--- src/rtl/ijsr_defs.vh ---
// Purpose: shared constants of the identity and scratch register bank
// Assumes: 16-bit words on the serial register port, byte-wide writes
// Notes:   offsets are byte addresses; a register spans an even/odd pair
`ifndef IJSR_DEFS_VH
`define IJSR_DEFS_VH

`define IJSR_ADDR_W         7
`define IJSR_WORD_W         16
`define IJSR_BYTE_W         8
`define IJSR_CNT_W          32
`define IJSR_TMR_W          28

`define IJSR_CMD_REG_LO     7'h68
`define IJSR_CMD_REG_HI     7'h69
`define IJSR_FACTORY_YEAR   7'h70
`define IJSR_PRODUCT_ID     7'h72
`define IJSR_LOT_SERIAL     7'h74
`define IJSR_SCRATCH_BASE   7'h76
`define IJSR_SCRATCH_TWO    7'h78
`define IJSR_SCRATCH_THREE  7'h7a
`define IJSR_FLASH_CNT_LO   7'h7c
`define IJSR_FLASH_CNT_HI   7'h7e
`define IJSR_NUM_SCRATCH    3

`define IJSR_DIN_WR_BIT     15
`define IJSR_DIN_ADDR_HI    14
`define IJSR_DIN_ADDR_LO    8
`define IJSR_DIN_DATA_HI    7

`define IJSR_CMD_FLASH_UPD  3
`define IJSR_CMD_BYTE_ZERO  8'h00
`define IJSR_WORD_ZERO      16'h0000
`define IJSR_CNT_ONE        32'h0000_0001
`define IJSR_CNT_ZERO       32'h0000_0000

// busy times chosen freely: 50 ms and 1 ms at 200 MHz, timer width
`define IJSR_FLASH_UPD_CYC  28'h098_9680
`define IJSR_OTHER_CMD_CYC  28'h003_0d40

`endif

--- src/rtl/ijsr_cmd_timer.v ---
// Purpose: busy timer for one global command execution
// Assumes: start is a one-cycle pulse, ignored while busy
// Notes:   done pulses in the cycle busy falls
`timescale 1ns/10ps
`include "ijsr_defs.vh"
module ijsr_cmd_timer (
  input  wire                   clk,
  input  wire                   rst_b,
  input  wire                   start,
  input  wire [`IJSR_TMR_W-1:0] length,
  output wire                   busy,
  output reg                    done
);
  reg [`IJSR_TMR_W-1:0] cnt_q;
  reg                   busy_q;

  assign busy = busy_q;

  always @(posedge clk or negedge rst_b) begin
    if (!rst_b) begin
      cnt_q  <= {`IJSR_TMR_W{1'b0}};
      busy_q <= 1'b0;
      done   <= 1'b0;
    end else begin
      done <= 1'b0;
      if (!busy_q) begin
        if (start) begin
          busy_q <= 1'b1;
          cnt_q  <= length;
        end
      end else if (cnt_q <= {{(`IJSR_TMR_W-1){1'b0}}, 1'b1}) begin
        busy_q <= 1'b0;
        done   <= 1'b1;
      end else begin
        cnt_q <= cnt_q - {{(`IJSR_TMR_W-1){1'b0}}, 1'b1};
      end
    end
  end
endmodule // ijsr_cmd_timer

--- src/rtl/ijsr_regs.v ---
// Purpose: identity, factory date, scratch and flash counter registers
// Assumes: serial port delivers whole 16-bit input words, one per pulse
// Notes:   flash storage lives outside; loaded by nv_load, stored by nv_store
`timescale 1ns/10ps
`include "ijsr_defs.vh"
module ijsr_regs #(
  parameter [`IJSR_WORD_W-1:0] PRODUCT_CODE  = 16'h5a5a, // arbitrary value
  parameter [`IJSR_TMR_W-1:0]  FLASH_UPD_CYC = `IJSR_FLASH_UPD_CYC,
  parameter [`IJSR_TMR_W-1:0]  OTHER_CMD_CYC = `IJSR_OTHER_CMD_CYC
) (
  input  wire                   clk,
  input  wire                   rst_b,
  input  wire                   din_valid,
  input  wire [`IJSR_WORD_W-1:0] din_word,
  output wire                   din_ready,
  output reg  [`IJSR_WORD_W-1:0] dout_word,
  input  wire                   nv_load,
  input  wire [`IJSR_WORD_W-1:0] nv_factory_year,
  input  wire [`IJSR_WORD_W-1:0] nv_serial,
  input  wire [`IJSR_WORD_W-1:0] nv_scratch_one,
  input  wire [`IJSR_WORD_W-1:0] nv_scratch_two,
  input  wire [`IJSR_WORD_W-1:0] nv_scratch_three,
  input  wire [`IJSR_CNT_W-1:0]  nv_flash_count,
  output reg                    nv_store,
  output wire [`IJSR_WORD_W-1:0] nv_store_scratch_one,
  output wire [`IJSR_WORD_W-1:0] nv_store_scratch_two,
  output wire [`IJSR_WORD_W-1:0] nv_store_scratch_three,
  output wire [`IJSR_CNT_W-1:0]  nv_store_count,
  input  wire                   sensor_ready_in,
  output wire                   data_ready_output,
  output wire                   data_hold,
  output wire                   cmd_busy
);

  // register index of a byte address, shared by read and write decode
  function [`IJSR_ADDR_W-2:0] word_index;
    input [`IJSR_ADDR_W-1:0] a;
    begin
      word_index = a[`IJSR_ADDR_W-1:1];
    end
  endfunction

  // byte address of scratch word k; an integer index avoids a sum with a
  // genvar that would come out wider than the address
  function [`IJSR_ADDR_W-1:0] scratch_addr;
    input integer k;
    begin
      scratch_addr = `IJSR_SCRATCH_BASE;
      if (k == 1) begin
        scratch_addr = `IJSR_SCRATCH_TWO;
      end else if (k == 2) begin
        scratch_addr = `IJSR_SCRATCH_THREE;
      end
    end
  endfunction

  // taken write that lands on one exact byte address
  function wr_at;
    input                    wr;
    input [`IJSR_ADDR_W-1:0] a;
    input [`IJSR_ADDR_W-1:0] target;
    begin
      wr_at = wr & (a == target);
    end
  endfunction

  reg  [`IJSR_WORD_W-1:0] factory_year_bcd_q;
  reg  [`IJSR_WORD_W-1:0] lot_serial_number_q;
  reg  [`IJSR_WORD_W-1:0] scratch_q [0:`IJSR_NUM_SCRATCH-1];
  reg  [`IJSR_CNT_W-1:0]  flash_write_count_q;
  reg  [`IJSR_BYTE_W-1:0] cmd_byte_q;
  reg  [`IJSR_TMR_W-1:0]  tmr_len;
  reg  [`IJSR_WORD_W-1:0] rd_data;
  reg                     flash_upd_q;
  wire                    tmr_busy;
  wire                    tmr_done;
  wire                    take;
  wire                    is_wr;
  wire [`IJSR_ADDR_W-1:0] addr;
  wire [`IJSR_BYTE_W-1:0] wr_byte;
  wire                    launch;
  wire                    tmr_start;
  wire                    flash_done;
  wire [`IJSR_ADDR_W-2:0] idx;

  assign take     = din_valid & ~tmr_busy;
  assign din_ready = ~tmr_busy;
  assign is_wr    = din_word[`IJSR_DIN_WR_BIT];
  assign addr     = din_word[`IJSR_DIN_ADDR_HI:`IJSR_DIN_ADDR_LO];
  assign wr_byte  = din_word[`IJSR_DIN_DATA_HI:0];
  assign idx      = word_index(addr);
  // second word of the pair starts the command held from the first
  assign launch   = wr_at(take & is_wr, addr, `IJSR_CMD_REG_HI);
  // a zero command byte launches nothing and leaves the port open
  assign tmr_start  = launch & (cmd_byte_q != `IJSR_CMD_BYTE_ZERO);
  assign flash_done = tmr_done & flash_upd_q;

  assign data_hold         = tmr_busy;
  assign data_ready_output = sensor_ready_in & ~tmr_busy;
  assign cmd_busy          = tmr_busy;

  assign nv_store_scratch_one   = scratch_q[0];
  assign nv_store_scratch_two   = scratch_q[1];
  assign nv_store_scratch_three = scratch_q[2];
  assign nv_store_count         = flash_write_count_q;

  always @* begin
    tmr_len = OTHER_CMD_CYC;
    if (cmd_byte_q[`IJSR_CMD_FLASH_UPD]) begin
      tmr_len = FLASH_UPD_CYC;
    end
  end

  ijsr_cmd_timer u_timer (
    .clk    (clk),
    .rst_b  (rst_b),
    .start  (tmr_start),
    .length (tmr_len),
    .busy   (tmr_busy),
    .done   (tmr_done)
  );

  // command byte and flash update tracking
  always @(posedge clk or negedge rst_b) begin
    if (!rst_b) begin
      cmd_byte_q  <= `IJSR_CMD_BYTE_ZERO;
      flash_upd_q <= 1'b0;
      nv_store    <= 1'b0;
    end else begin
      nv_store <= 1'b0;
      if (wr_at(take & is_wr, addr, `IJSR_CMD_REG_LO)) begin
        cmd_byte_q <= wr_byte;
      end else if (launch) begin
        flash_upd_q <= cmd_byte_q[`IJSR_CMD_FLASH_UPD];
        cmd_byte_q  <= `IJSR_CMD_BYTE_ZERO;
      end
      if (flash_done) begin
        nv_store    <= 1'b1;
        flash_upd_q <= 1'b0;
      end
    end
  end

  // identity and counter words; writes to them are dropped
  always @(posedge clk or negedge rst_b) begin
    if (!rst_b) begin
      factory_year_bcd_q  <= `IJSR_WORD_ZERO;
      lot_serial_number_q <= `IJSR_WORD_ZERO;
      flash_write_count_q <= `IJSR_CNT_ZERO;
    end else if (nv_load) begin
      factory_year_bcd_q  <= nv_factory_year;
      lot_serial_number_q <= nv_serial;
      flash_write_count_q <= nv_flash_count;
    end else if (flash_done) begin
      // count moves on the same edge that raises nv_store, so the stored copy includes this write
      flash_write_count_q <= flash_write_count_q + `IJSR_CNT_ONE;
    end
  end

  genvar g;
  generate
    for (g = 0; g < `IJSR_NUM_SCRATCH; g = g + 1) begin : g_scr
      wire hit = take & is_wr &
                 (idx == word_index(scratch_addr(g)));
      reg [`IJSR_WORD_W-1:0] nv_val;
      always @* begin
        nv_val = nv_scratch_one;
        if (g == 1) begin
          nv_val = nv_scratch_two;
        end else if (g == 2) begin
          nv_val = nv_scratch_three;
        end
      end
      always @(posedge clk or negedge rst_b) begin
        if (!rst_b) begin
          scratch_q[g] <= `IJSR_WORD_ZERO;
        end else if (nv_load) begin
          scratch_q[g] <= nv_val;
        end else if (hit & addr[0]) begin
          scratch_q[g][`IJSR_WORD_W-1:`IJSR_BYTE_W] <= wr_byte;
        end else if (hit) begin
          scratch_q[g][`IJSR_BYTE_W-1:0] <= wr_byte;
        end
      end
    end
  endgenerate

  // read mux; unmapped words read as zero
  always @* begin
    case (idx)
      word_index(`IJSR_FACTORY_YEAR): rd_data = factory_year_bcd_q;
      word_index(`IJSR_PRODUCT_ID):   rd_data = PRODUCT_CODE;
      word_index(`IJSR_LOT_SERIAL):   rd_data = lot_serial_number_q;
      word_index(`IJSR_SCRATCH_BASE):     rd_data = scratch_q[0];
      word_index(scratch_addr(1)):    rd_data = scratch_q[1];
      word_index(scratch_addr(2)):    rd_data = scratch_q[2];
      word_index(`IJSR_FLASH_CNT_LO):
        rd_data = flash_write_count_q[`IJSR_WORD_W-1:0];
      word_index(`IJSR_FLASH_CNT_HI):
        rd_data = flash_write_count_q[`IJSR_CNT_W-1:`IJSR_WORD_W];
      default: rd_data = `IJSR_WORD_ZERO;
    endcase
  end

  // answer goes out on the word after the request, as on the serial port
  always @(posedge clk or negedge rst_b) begin
    if (!rst_b) begin
      dout_word <= `IJSR_WORD_ZERO;
    end else if (take) begin
      dout_word <= is_wr ? `IJSR_WORD_ZERO : rd_data;
    end
  end

endmodule // ijsr_regs

--- config.mk ---
export PLATFORM = sky130hd
export DESIGN_NAME = ijsr_regs
export DESIGN_NICKNAME = d
export VERILOG_FILES = /design/src/rtl/ijsr_cmd_timer.v /design/src/rtl/ijsr_regs.v
export VERILOG_INCLUDE_DIRS = /design/src /design/src/rtl
export SDC_FILE = /design/constraint.sdc
export NUM_CORES = 1
export LEC_CHECK = 0
export CAP_MARGIN = 10
export CORE_MARGIN = 5
export CORE_UTILIZATION = 65
export CTS_BUF_LIST = sky130_fd_sc_hd__clkbuf_4 sky130_fd_sc_hd__clkbuf_8
export CTS_CLUSTER_SIZE = 8
export DETAILED_ROUTE_END_ITERATION = 12
export DONT_BUFFER_PORTS = 1
export PLACE_DENSITY_LB_ADDON = 0.08
export SLEW_MARGIN = 10
export SYNTH_ARGS = -nofsm -noshare
export SYNTH_HDL_FRONTEND = slang
export SYNTH_SLANG_ARGS = --single-unit
--- constraint.sdc ---
create_clock -name clk -period 2.12 [get_ports clk]
set_input_delay 0.424 -clock clk [delete_from_list [all_inputs] [get_ports clk]]
set_output_delay 0.424 -clock clk [all_outputs]
set_load 0.02 [all_outputs]
# Yosys cells after proc, flatten, opt, wreduce, memory -nomap -nowiden
# Index checks and enable logic that the tools add are counted.
[totals] register_bits=168 inputBits=133 output_inout_bits=101 elab_cells=95
[classes] n_eq_ne=15 muxes=31 bitwise=14 add_sub_neg=2 n_lt_le_gt_ge=1 n_reduce_logical=16
[ops] operator="$pmux W16 S8" n=1
[ops] operator="$mux W8" n=11
[ops] operator="$mux W28" n=3
[ops] operator="$mux W16" n=4
[ops] operator="$mux W32" n=2
[ops] operator="$eq A6 B6 Y1 const B" n=8
[ops] operator="$add A32 B1 Y32 const B" n=1
[ops] operator="$le A28 B1 Y1 const B" n=1
[ops] operator="$sub A28 B1 Y28 const B" n=1
[ops] operator="$mux W24" n=1
[ops] operator="$reduce_bool A2 Y1" n=10
[ops] operator="$eq A7 B7 Y1 const B" n=2
[ops] operator="$and A1 B1 Y1" n=13
[ops] operator="$ne A2 B2 Y1 const B" n=5
[ops] operator="$reduce_and A2 Y1" n=5
[ops] operator="$mux W1" n=9
[ops] operator="$reduce_bool A8 Y1" n=1
[ops] operator="$not A1 Y1" n=1

# Longest topological paths before layout
[depth] word_depth=7 ltp_mapped=9 ltp_nobuf=8

# Cells and area by module
# A second synthesis with hierarchy kept.
[hier_totals] cells_unflattened=961 area_unflattened_um2=9407.8
[by_module_without_submodules] mod="ijsr_regs" cells_per_inst=722 seq_area_each_um2=3453.3 area_each_um2=7360.8 instances=1
[by_module_without_submodules] mod="ijsr_cmd_timer" cells_per_inst=239 seq_area_each_um2=750.7 area_each_um2=2047.0 instances=1

# Least setup slack after synthesis
# OpenSTA, ideal clock, no wires.
[synth_timing] path_type="register to register" startpoint="register flash_write_count_q[12], in the netlist nv_store_count[12]" endpoint="register flash_write_count_q[27], in the netlist nv_store_count[27]" setup_time_ps=82 n_path_buf=1 t_arrival_ps=1901 setup_slack_ps=137 period_less_slack_ps=1983 path_stages_with_launch=7 required_ps=2038 path_cell_list="dfrtp_1 -> and3_1 -> clkbuf_2 -> nand4_2 -> or3_4 -> or3_1 -> a31oi_1"
[synth_via] elab_chain_len=3
[synth_lines] item="start: declaration" line="ijsr_regs.v:70" source="reg [`IJSR_CNT_W-1:0] flash_write_count_q;"
[synth_lines] item="start signal: assignment" line="ijsr_regs.v:149" source="flash_write_count_q <= `IJSR_CNT_ZERO;"
[synth_lines] item="start signal: assignment" line="ijsr_regs.v:153" source="flash_write_count_q <= nv_flash_count;"
[synth_lines] item="start signal: assignment" line="ijsr_regs.v:156" source="flash_write_count_q <= flash_write_count_q + `IJSR_CNT_ONE;"
[synth_lines] item="$add A32 B1 Y32 (no line)"
[synth_lines] item="$mux W32" line="ijsr_regs.v:154" source="end else if (flash_done) begin"
[synth_lines] item="$mux W32" line="ijsr_regs.v:150" source="end else if (nv_load) begin"
# No other way between the ends. The select of a mux whose other input is x is not followed.
# A chain may end at the register's enable or synchronous reset.

# Worst setup path after layout
[layout_timing] startpoint="register u_timer.cnt_q[10]" endpoint="register u_timer.cnt_q[27]"
[layout_via] elab_chain_len=3 elab_cells_between_ends=6 classes_between="add/sub: 1; order compare: 1; eq/ne: 1; mux: 2; reduce/logical: 1"
[layout_lines] item="start: declaration" line="ijsr_cmd_timer.v:14" source="reg [`IJSR_TMR_W-1:0] cnt_q;"
[layout_lines] item="start signal: assignment" line="ijsr_cmd_timer.v:21" source="cnt_q <= {`IJSR_TMR_W{1'b0}};"
[layout_lines] item="start signal: assignment" line="ijsr_cmd_timer.v:29" source="cnt_q <= length;"
[layout_lines] item="start signal: assignment" line="ijsr_cmd_timer.v:35" source="cnt_q <= cnt_q - {{(`IJSR_TMR_W-1){1'b0}}, 1'b1};"
[layout_lines] item="$sub A28 B1 Y28 / $le A28 B1 Y1 (equally long branches)" line="ijsr_cmd_timer.v:35, ijsr_cmd_timer.v:31"
[layout_lines] item="$mux W28 / $ne A2 B2 Y1 (equally long branches)"
[layout_lines] item="$mux W28 / $reduce_and A2 Y1 (equally long branches)"
# Several ways; a longest one is shown, not always the timed one. The select of a mux whose other input is x is not followed.

==> tab_implementation.tex <==
\begin{tabular}{lr}
\hline
Metric & Value \\
\hline
\multicolumn{2}{l}{\textbf{Run status}} \\
\quad Run status & finished with violations \\
\quad Violated checks & hold timing \\
\multicolumn{2}{l}{\textbf{Finish}} \\
\quad Final layout net count & 1071 \\
\quad Ant. Diodes & 0 \\
\quad Final cell count without fillers & 1128 \\
\quad Growth of design area from synthesis to finish & 9.811\% \\
\quad Ratio of cells with drive above 1 in the final layout & 18.57\% \\
\quad Final Core Density & 72.19\% \\
\multicolumn{2}{l}{\textbf{Route}} \\
\quad Met3 Wirelength & 3976 µm \\
\quad Top layer in use & met5 \\
\quad Routed Wire Length & 29680 µm \\
\quad Overall via count from detail\_route & 7839 \\
\quad Detail-routed net length per standard cell & 26.31 µm \\
\quad Avg Vias per Cell & 6.949 \\
\quad Met2 routed WL & 13700 µm \\
\quad 1st-iter DRT viols & 926 \\
\quad Residual DRC count & 0 \\
\quad Routed met1 length & 10940 µm \\
\quad Number of nets with antenna violations after detailed routing & 0 \\
\quad Pre-Repair DR Iteration Count & 5 \\
\multicolumn{2}{l}{\textbf{Yosys}} \\
\quad Yosys cell types & 75 \\
\quad Number of warnings printed during yosys synthesis & 0 \\
\quad Async set-or-reset flop fraction in the synthesized netlist & 100.0\% \\
\quad Number of enable-type register cells in the synthesized netlist & 0 \\
\quad Main flop type after synthesis & sky130\_fd\_sc\_hd\_\_dfrtp\_1 \\
\quad Number of nets produced by synthesis & 1040 \\
\quad Cell Area, Synth & 9055 µm² \\
\quad Syn Area/Cell & 10.02 µm² \\
\quad Synthesized instance count & 904 \\
\quad Number of flip-flops and latches in the synthesized netlist & 168 \\
\quad Sequential area share after synthesis & 46.43\% \\
\multicolumn{2}{l}{\textbf{Placed design}} \\
\quad Number of instances in the placed design & 1095 \\
\quad Number of buffers added on ports & 0 \\
\quad Global placement routability congestion & 0.9280 \\
\quad Detailed placement HPWL & 21810 µm \\
\multicolumn{2}{l}{\textbf{Clocking}} \\
\quad CTS buffer count & 17 \\
\quad Number of buffers on the longest clock path & 2 \\
\quad Root buffer cell & sky130\_fd\_sc\_hd\_\_clkbuf\_8 \\
\quad Clock tree from TritonCTS & done \\
\quad H-tree levels & 4 \\
\quad Source-to-sink clock delay at the later pin of the worst-skew pair & 0.47 ns \\
\quad Clk pin slew, worst setup/hold paths & 0.10 ns \\
\quad Clk sink count & 168 \\
\multicolumn{2}{l}{\textbf{STA}} \\
\quad Worst-case hold slack & -0.3687 ns \\
\quad Setup-violating endpoint count in the final report & 0 \\
\quad Worst clock skew on the final layout & 0.01104 ns \\
\quad Slew margin rel. & 57.96\% \\
\quad Final slew viol count & 0 \\
\quad Minimum clock period & 2.029 ns \\
\quad Setup tns final & 0 ns \\
\quad Final hold viol count & 168 \\
\quad Maximum clock frequency & 492.8 MHz \\
\quad Actual transition at the worst max-transition pin & 0.6249 ns \\
\quad Portion of the clock cycle consumed by the worst path in the final layout & 95.71\% \\
\quad Unrepaired setup endpoints after global routing & true \\
\multicolumn{2}{l}{\textbf{GRT}} \\
\quad Aggregate global-route resource usage & 36.31\% \\
\quad Congestion Overflow GR & 0 \\
\quad Largest net degree at the start of global routing & 190 \\
\quad Initial antenna violation count & 1 \\
\quad Number of global-route vias before repair & 7748 \\
\quad Wire length of the first global-routing pass & 45200 µm \\
\multicolumn{2}{l}{\textbf{Power}} \\
\quad Static power due to leakage & 4.013 nW \\
\quad Power per cell area & 725.4 nW/µm² \\
\quad Peak VDD IR & 704.9 µV \\
\multicolumn{2}{l}{\textbf{Floorplanning}} \\
\quad Die H & 128.0 µm \\
\quad Placeable core region & 13770 µm² \\
\quad Initial standard-cell utilization of the core & 65.74\% \\
\quad Top-Level Pins & 234 \\
\quad Horizontal extent of the die & 128.0 µm \\
\quad Floorplan row count & 43 \\
\quad Full die area & 16390 µm² \\
\multicolumn{2}{l}{\textbf{Critical path}} \\
\quad Dominant delay contributor by cell family on the critical path & simple AND/OR/NAND/NOR gates \\
\quad Kind of capture point of the worst setup path & register \\
\quad Setup CP Type & reg2reg \\
\quad Largest driver fanout on the critical path & 5 \\
\quad Kind of start point of the critical path & register \\
\quad Req. time, crit path & 2.52 ns \\
\quad Number of cells on the worst reg-to-reg path & 5 \\
\quad Critical path's slowest cell & sky130\_fd\_sc\_hd\_\_or4\_1 \\
\quad Total number of cells along the worst setup path & 5 \\
\quad Arrival @ worst endpoint & 2.43 ns \\
\quad Chain of cells forming the critical path & or4\_1, nor3\_1, o2111ai\_1, or3\_1, a21oi\_1 \\
\quad FF-to-FF setup slack & 0.09 ns \\
\quad Number of buffer and inverter stages on the critical path & 0 \\
\quad Slowest Stage Delay on Critical Path & 0.58 ns \\
\multicolumn{2}{l}{\textbf{Flow run}} \\
\quad Max\_cap viols & 0 \\
\multicolumn{2}{l}{\textbf{Worst hold path}} \\
\quad Type of the tightest min-delay check & in2async \\
\hline
\end{tabular}
[cells in the mapped netlist, drive strengths merged, types with 2 or more instances]
library cell | n | area, µm²
a211oi | 6 | 45.04
a21oi | 21 | 108.9
a22o | 8 | 70.07
a22oi | 25 | 187.7
a2bb2oi | 2 | 17.52
a311o | 7 | 70.07
a31oi | 2 | 12.51
a41oi | 2 | 17.52
and2 | 7 | 43.79
and3 | 11 | 70.07
and4 | 3 | 27.53
buf | 22 | 125.1
clkbuf | 37 | 140.1
dfrtp | 168 | 4204
ha | 3 | 37.54
inv | 19 | 71.31
mux2 | 39 | 439.2
mux2i | 67 | 670.6
mux4 | 5 | 112.6
nand2 | 125 | 469.2
nand2b | 2 | 12.51
nand3 | 16 | 85.08
nand3b | 3 | 22.52
nand4 | 22 | 150.1
nand4b | 3 | 32.53
nor2 | 30 | 120.1
nor2b | 3 | 18.77
nor3 | 16 | 107.6
nor4 | 23 | 207.7
o21ai | 110 | 550.5
o221a | 2 | 22.52
o221ai | 8 | 70.07
o22ai | 7 | 43.79
o2bb2ai | 5 | 43.79
o31ai | 4 | 35.03
o32ai | 2 | 17.52
or2 | 3 | 18.77
or3 | 13 | 86.33
or4 | 5 | 37.54
xnor2 | 16 | 140.1
xor2 | 18 | 157.7
[registers in the layout, indices dropped and copies added (netlist names)]
register,flops
nv_store_count,32
cmd_byte_q,8
nv_store_scratch_one,16
lot_serial_number_q,16
nv_store_scratch_two,16
u_timer.cnt_q,28
flash_upd_q,1
factory_year_bcd_q,16
nv_store,1
u_timer.busy,1
nv_store_scratch_three,16
dout_word,16
u_timer.done,1
[layout by cell type, fill, tap and decap left out, drive strengths merged, types with 4 or more instances in the layout]
cell / count
and2: 7
mux4: 5
inv: 26
a22oi: 25
a21oi: 21
nor4: 23
o22ai: 7
clkinv: 6
or3: 13
o21ai: 110
buf: 71
dfrtp: 168
nor2: 30
xor2: 18
or4: 5
a311o: 7
o2bb2ai: 5
a211oi: 6
a22o: 8
mux2: 39
mux2i: 67
nand3: 16
nand2: 125
xnor2: 16
o31ai: 4
o221ai: 8
and3: 11
nand4: 22
clkbuf: 17
nor3: 16
[worst register-to-register path: stages, from the launching register on]
cell and delay [ns]:
sky130_fd_sc_hd__dfrtp_1 0.45, sky130_fd_sc_hd__or4_1 0.58, sky130_fd_sc_hd__nor3_1 0.21, sky130_fd_sc_hd__o2111ai_1 0.20
sky130_fd_sc_hd__or3_1 0.36, sky130_fd_sc_hd__a21oi_1 0.16
[report_power, final]
part           internal (W)  switching [W]  leakage [nW]
clock              0.000853        0.00133         0.184
sequential          0.00349       0.000436          2.04
combinational      0.000498       0.000604          1.79
total               0.00484        0.00237          4.01
[metal layers]
layer / track usage (%) / vias to the layer above
met2: 57.15 / 534
met4: 13.05 / 2
met5: 0 / -
li1: - / 3402
met3: 15.17 / 87
met1: 45.25 / 3814
[metrics by stage]
| step | worst slack [ns] | power, W | area (µm²) |
|---|---|---|---|
| 6_report | 0.09087 | 0.007213 | 9943 |
| 5_1_grt | -0.06110 | 0.007472 | 9943 |
| 4_1_cts | 0.03489 | 0.007172 | 9908 |
| 3_5_place_dp | 0.03626 | 0.005033 | 9540 |
| 3_3_place_gp | 0.1281 | 0.004974 | 9540 |
| 2_1_floorplan | 0.1373 | 0.004672 | 9055 |
[logic make-up (layout without fill, tap and decap cells)]
logic type / Yosys count / after routing / share of synthesized area, %
XOR/XNOR: 34 / 34 / 3.289
AO/OA/AOI/OAI: 221 / 221 / 15.48
flip-flops: 168 / 168 / 46.43
AND/OR/NAND/NOR: 289 / 289 / 17.18
buffers and inverters: 78 / 122 / 3.717
adder cells (fa/ha/maj): 3 / 3 / 0.4146
multiplexers: 111 / 111 / 13.50
[path summary, 6_finish.rpt]
check | startpoint | to
worst max-delay path | u_timer.cnt_q[10] | u_timer.cnt_q[27]
worst min-delay path | rst_b | lot_serial_number_q[10]
worst max register to register | u_timer.cnt_q[10] | u_timer.cnt_q[27]
worst min register to register | cmd_byte_q[6] | cmd_byte_q[6]
max in group asynchronous | rst_b | u_timer.cnt_q[8]
min in group clk | nv_load | nv_store_count[5]
[area by class of cell]
type | instances | area, µm²
tap | 180 | 225.2
inverter | 19 | 71.32
clock buffer | 17 | 234.0
fill | 1031 | 3830
timing repair buffer | 71 | 533.0
clock inverter | 15 | 133.9
multi-input combinational | 658 | 4541
sequential | 168 | 4205
[timing repair]
item / 4_1_cts / 5_1_grt
gates resized for setup: 0 / 6
setup endpoints to repair: 0 / 25
buffers inserted: 0 / 1
hold endpoints to repair: 168 / 168
Note: power is estimated with default switching activity, not from simulation.
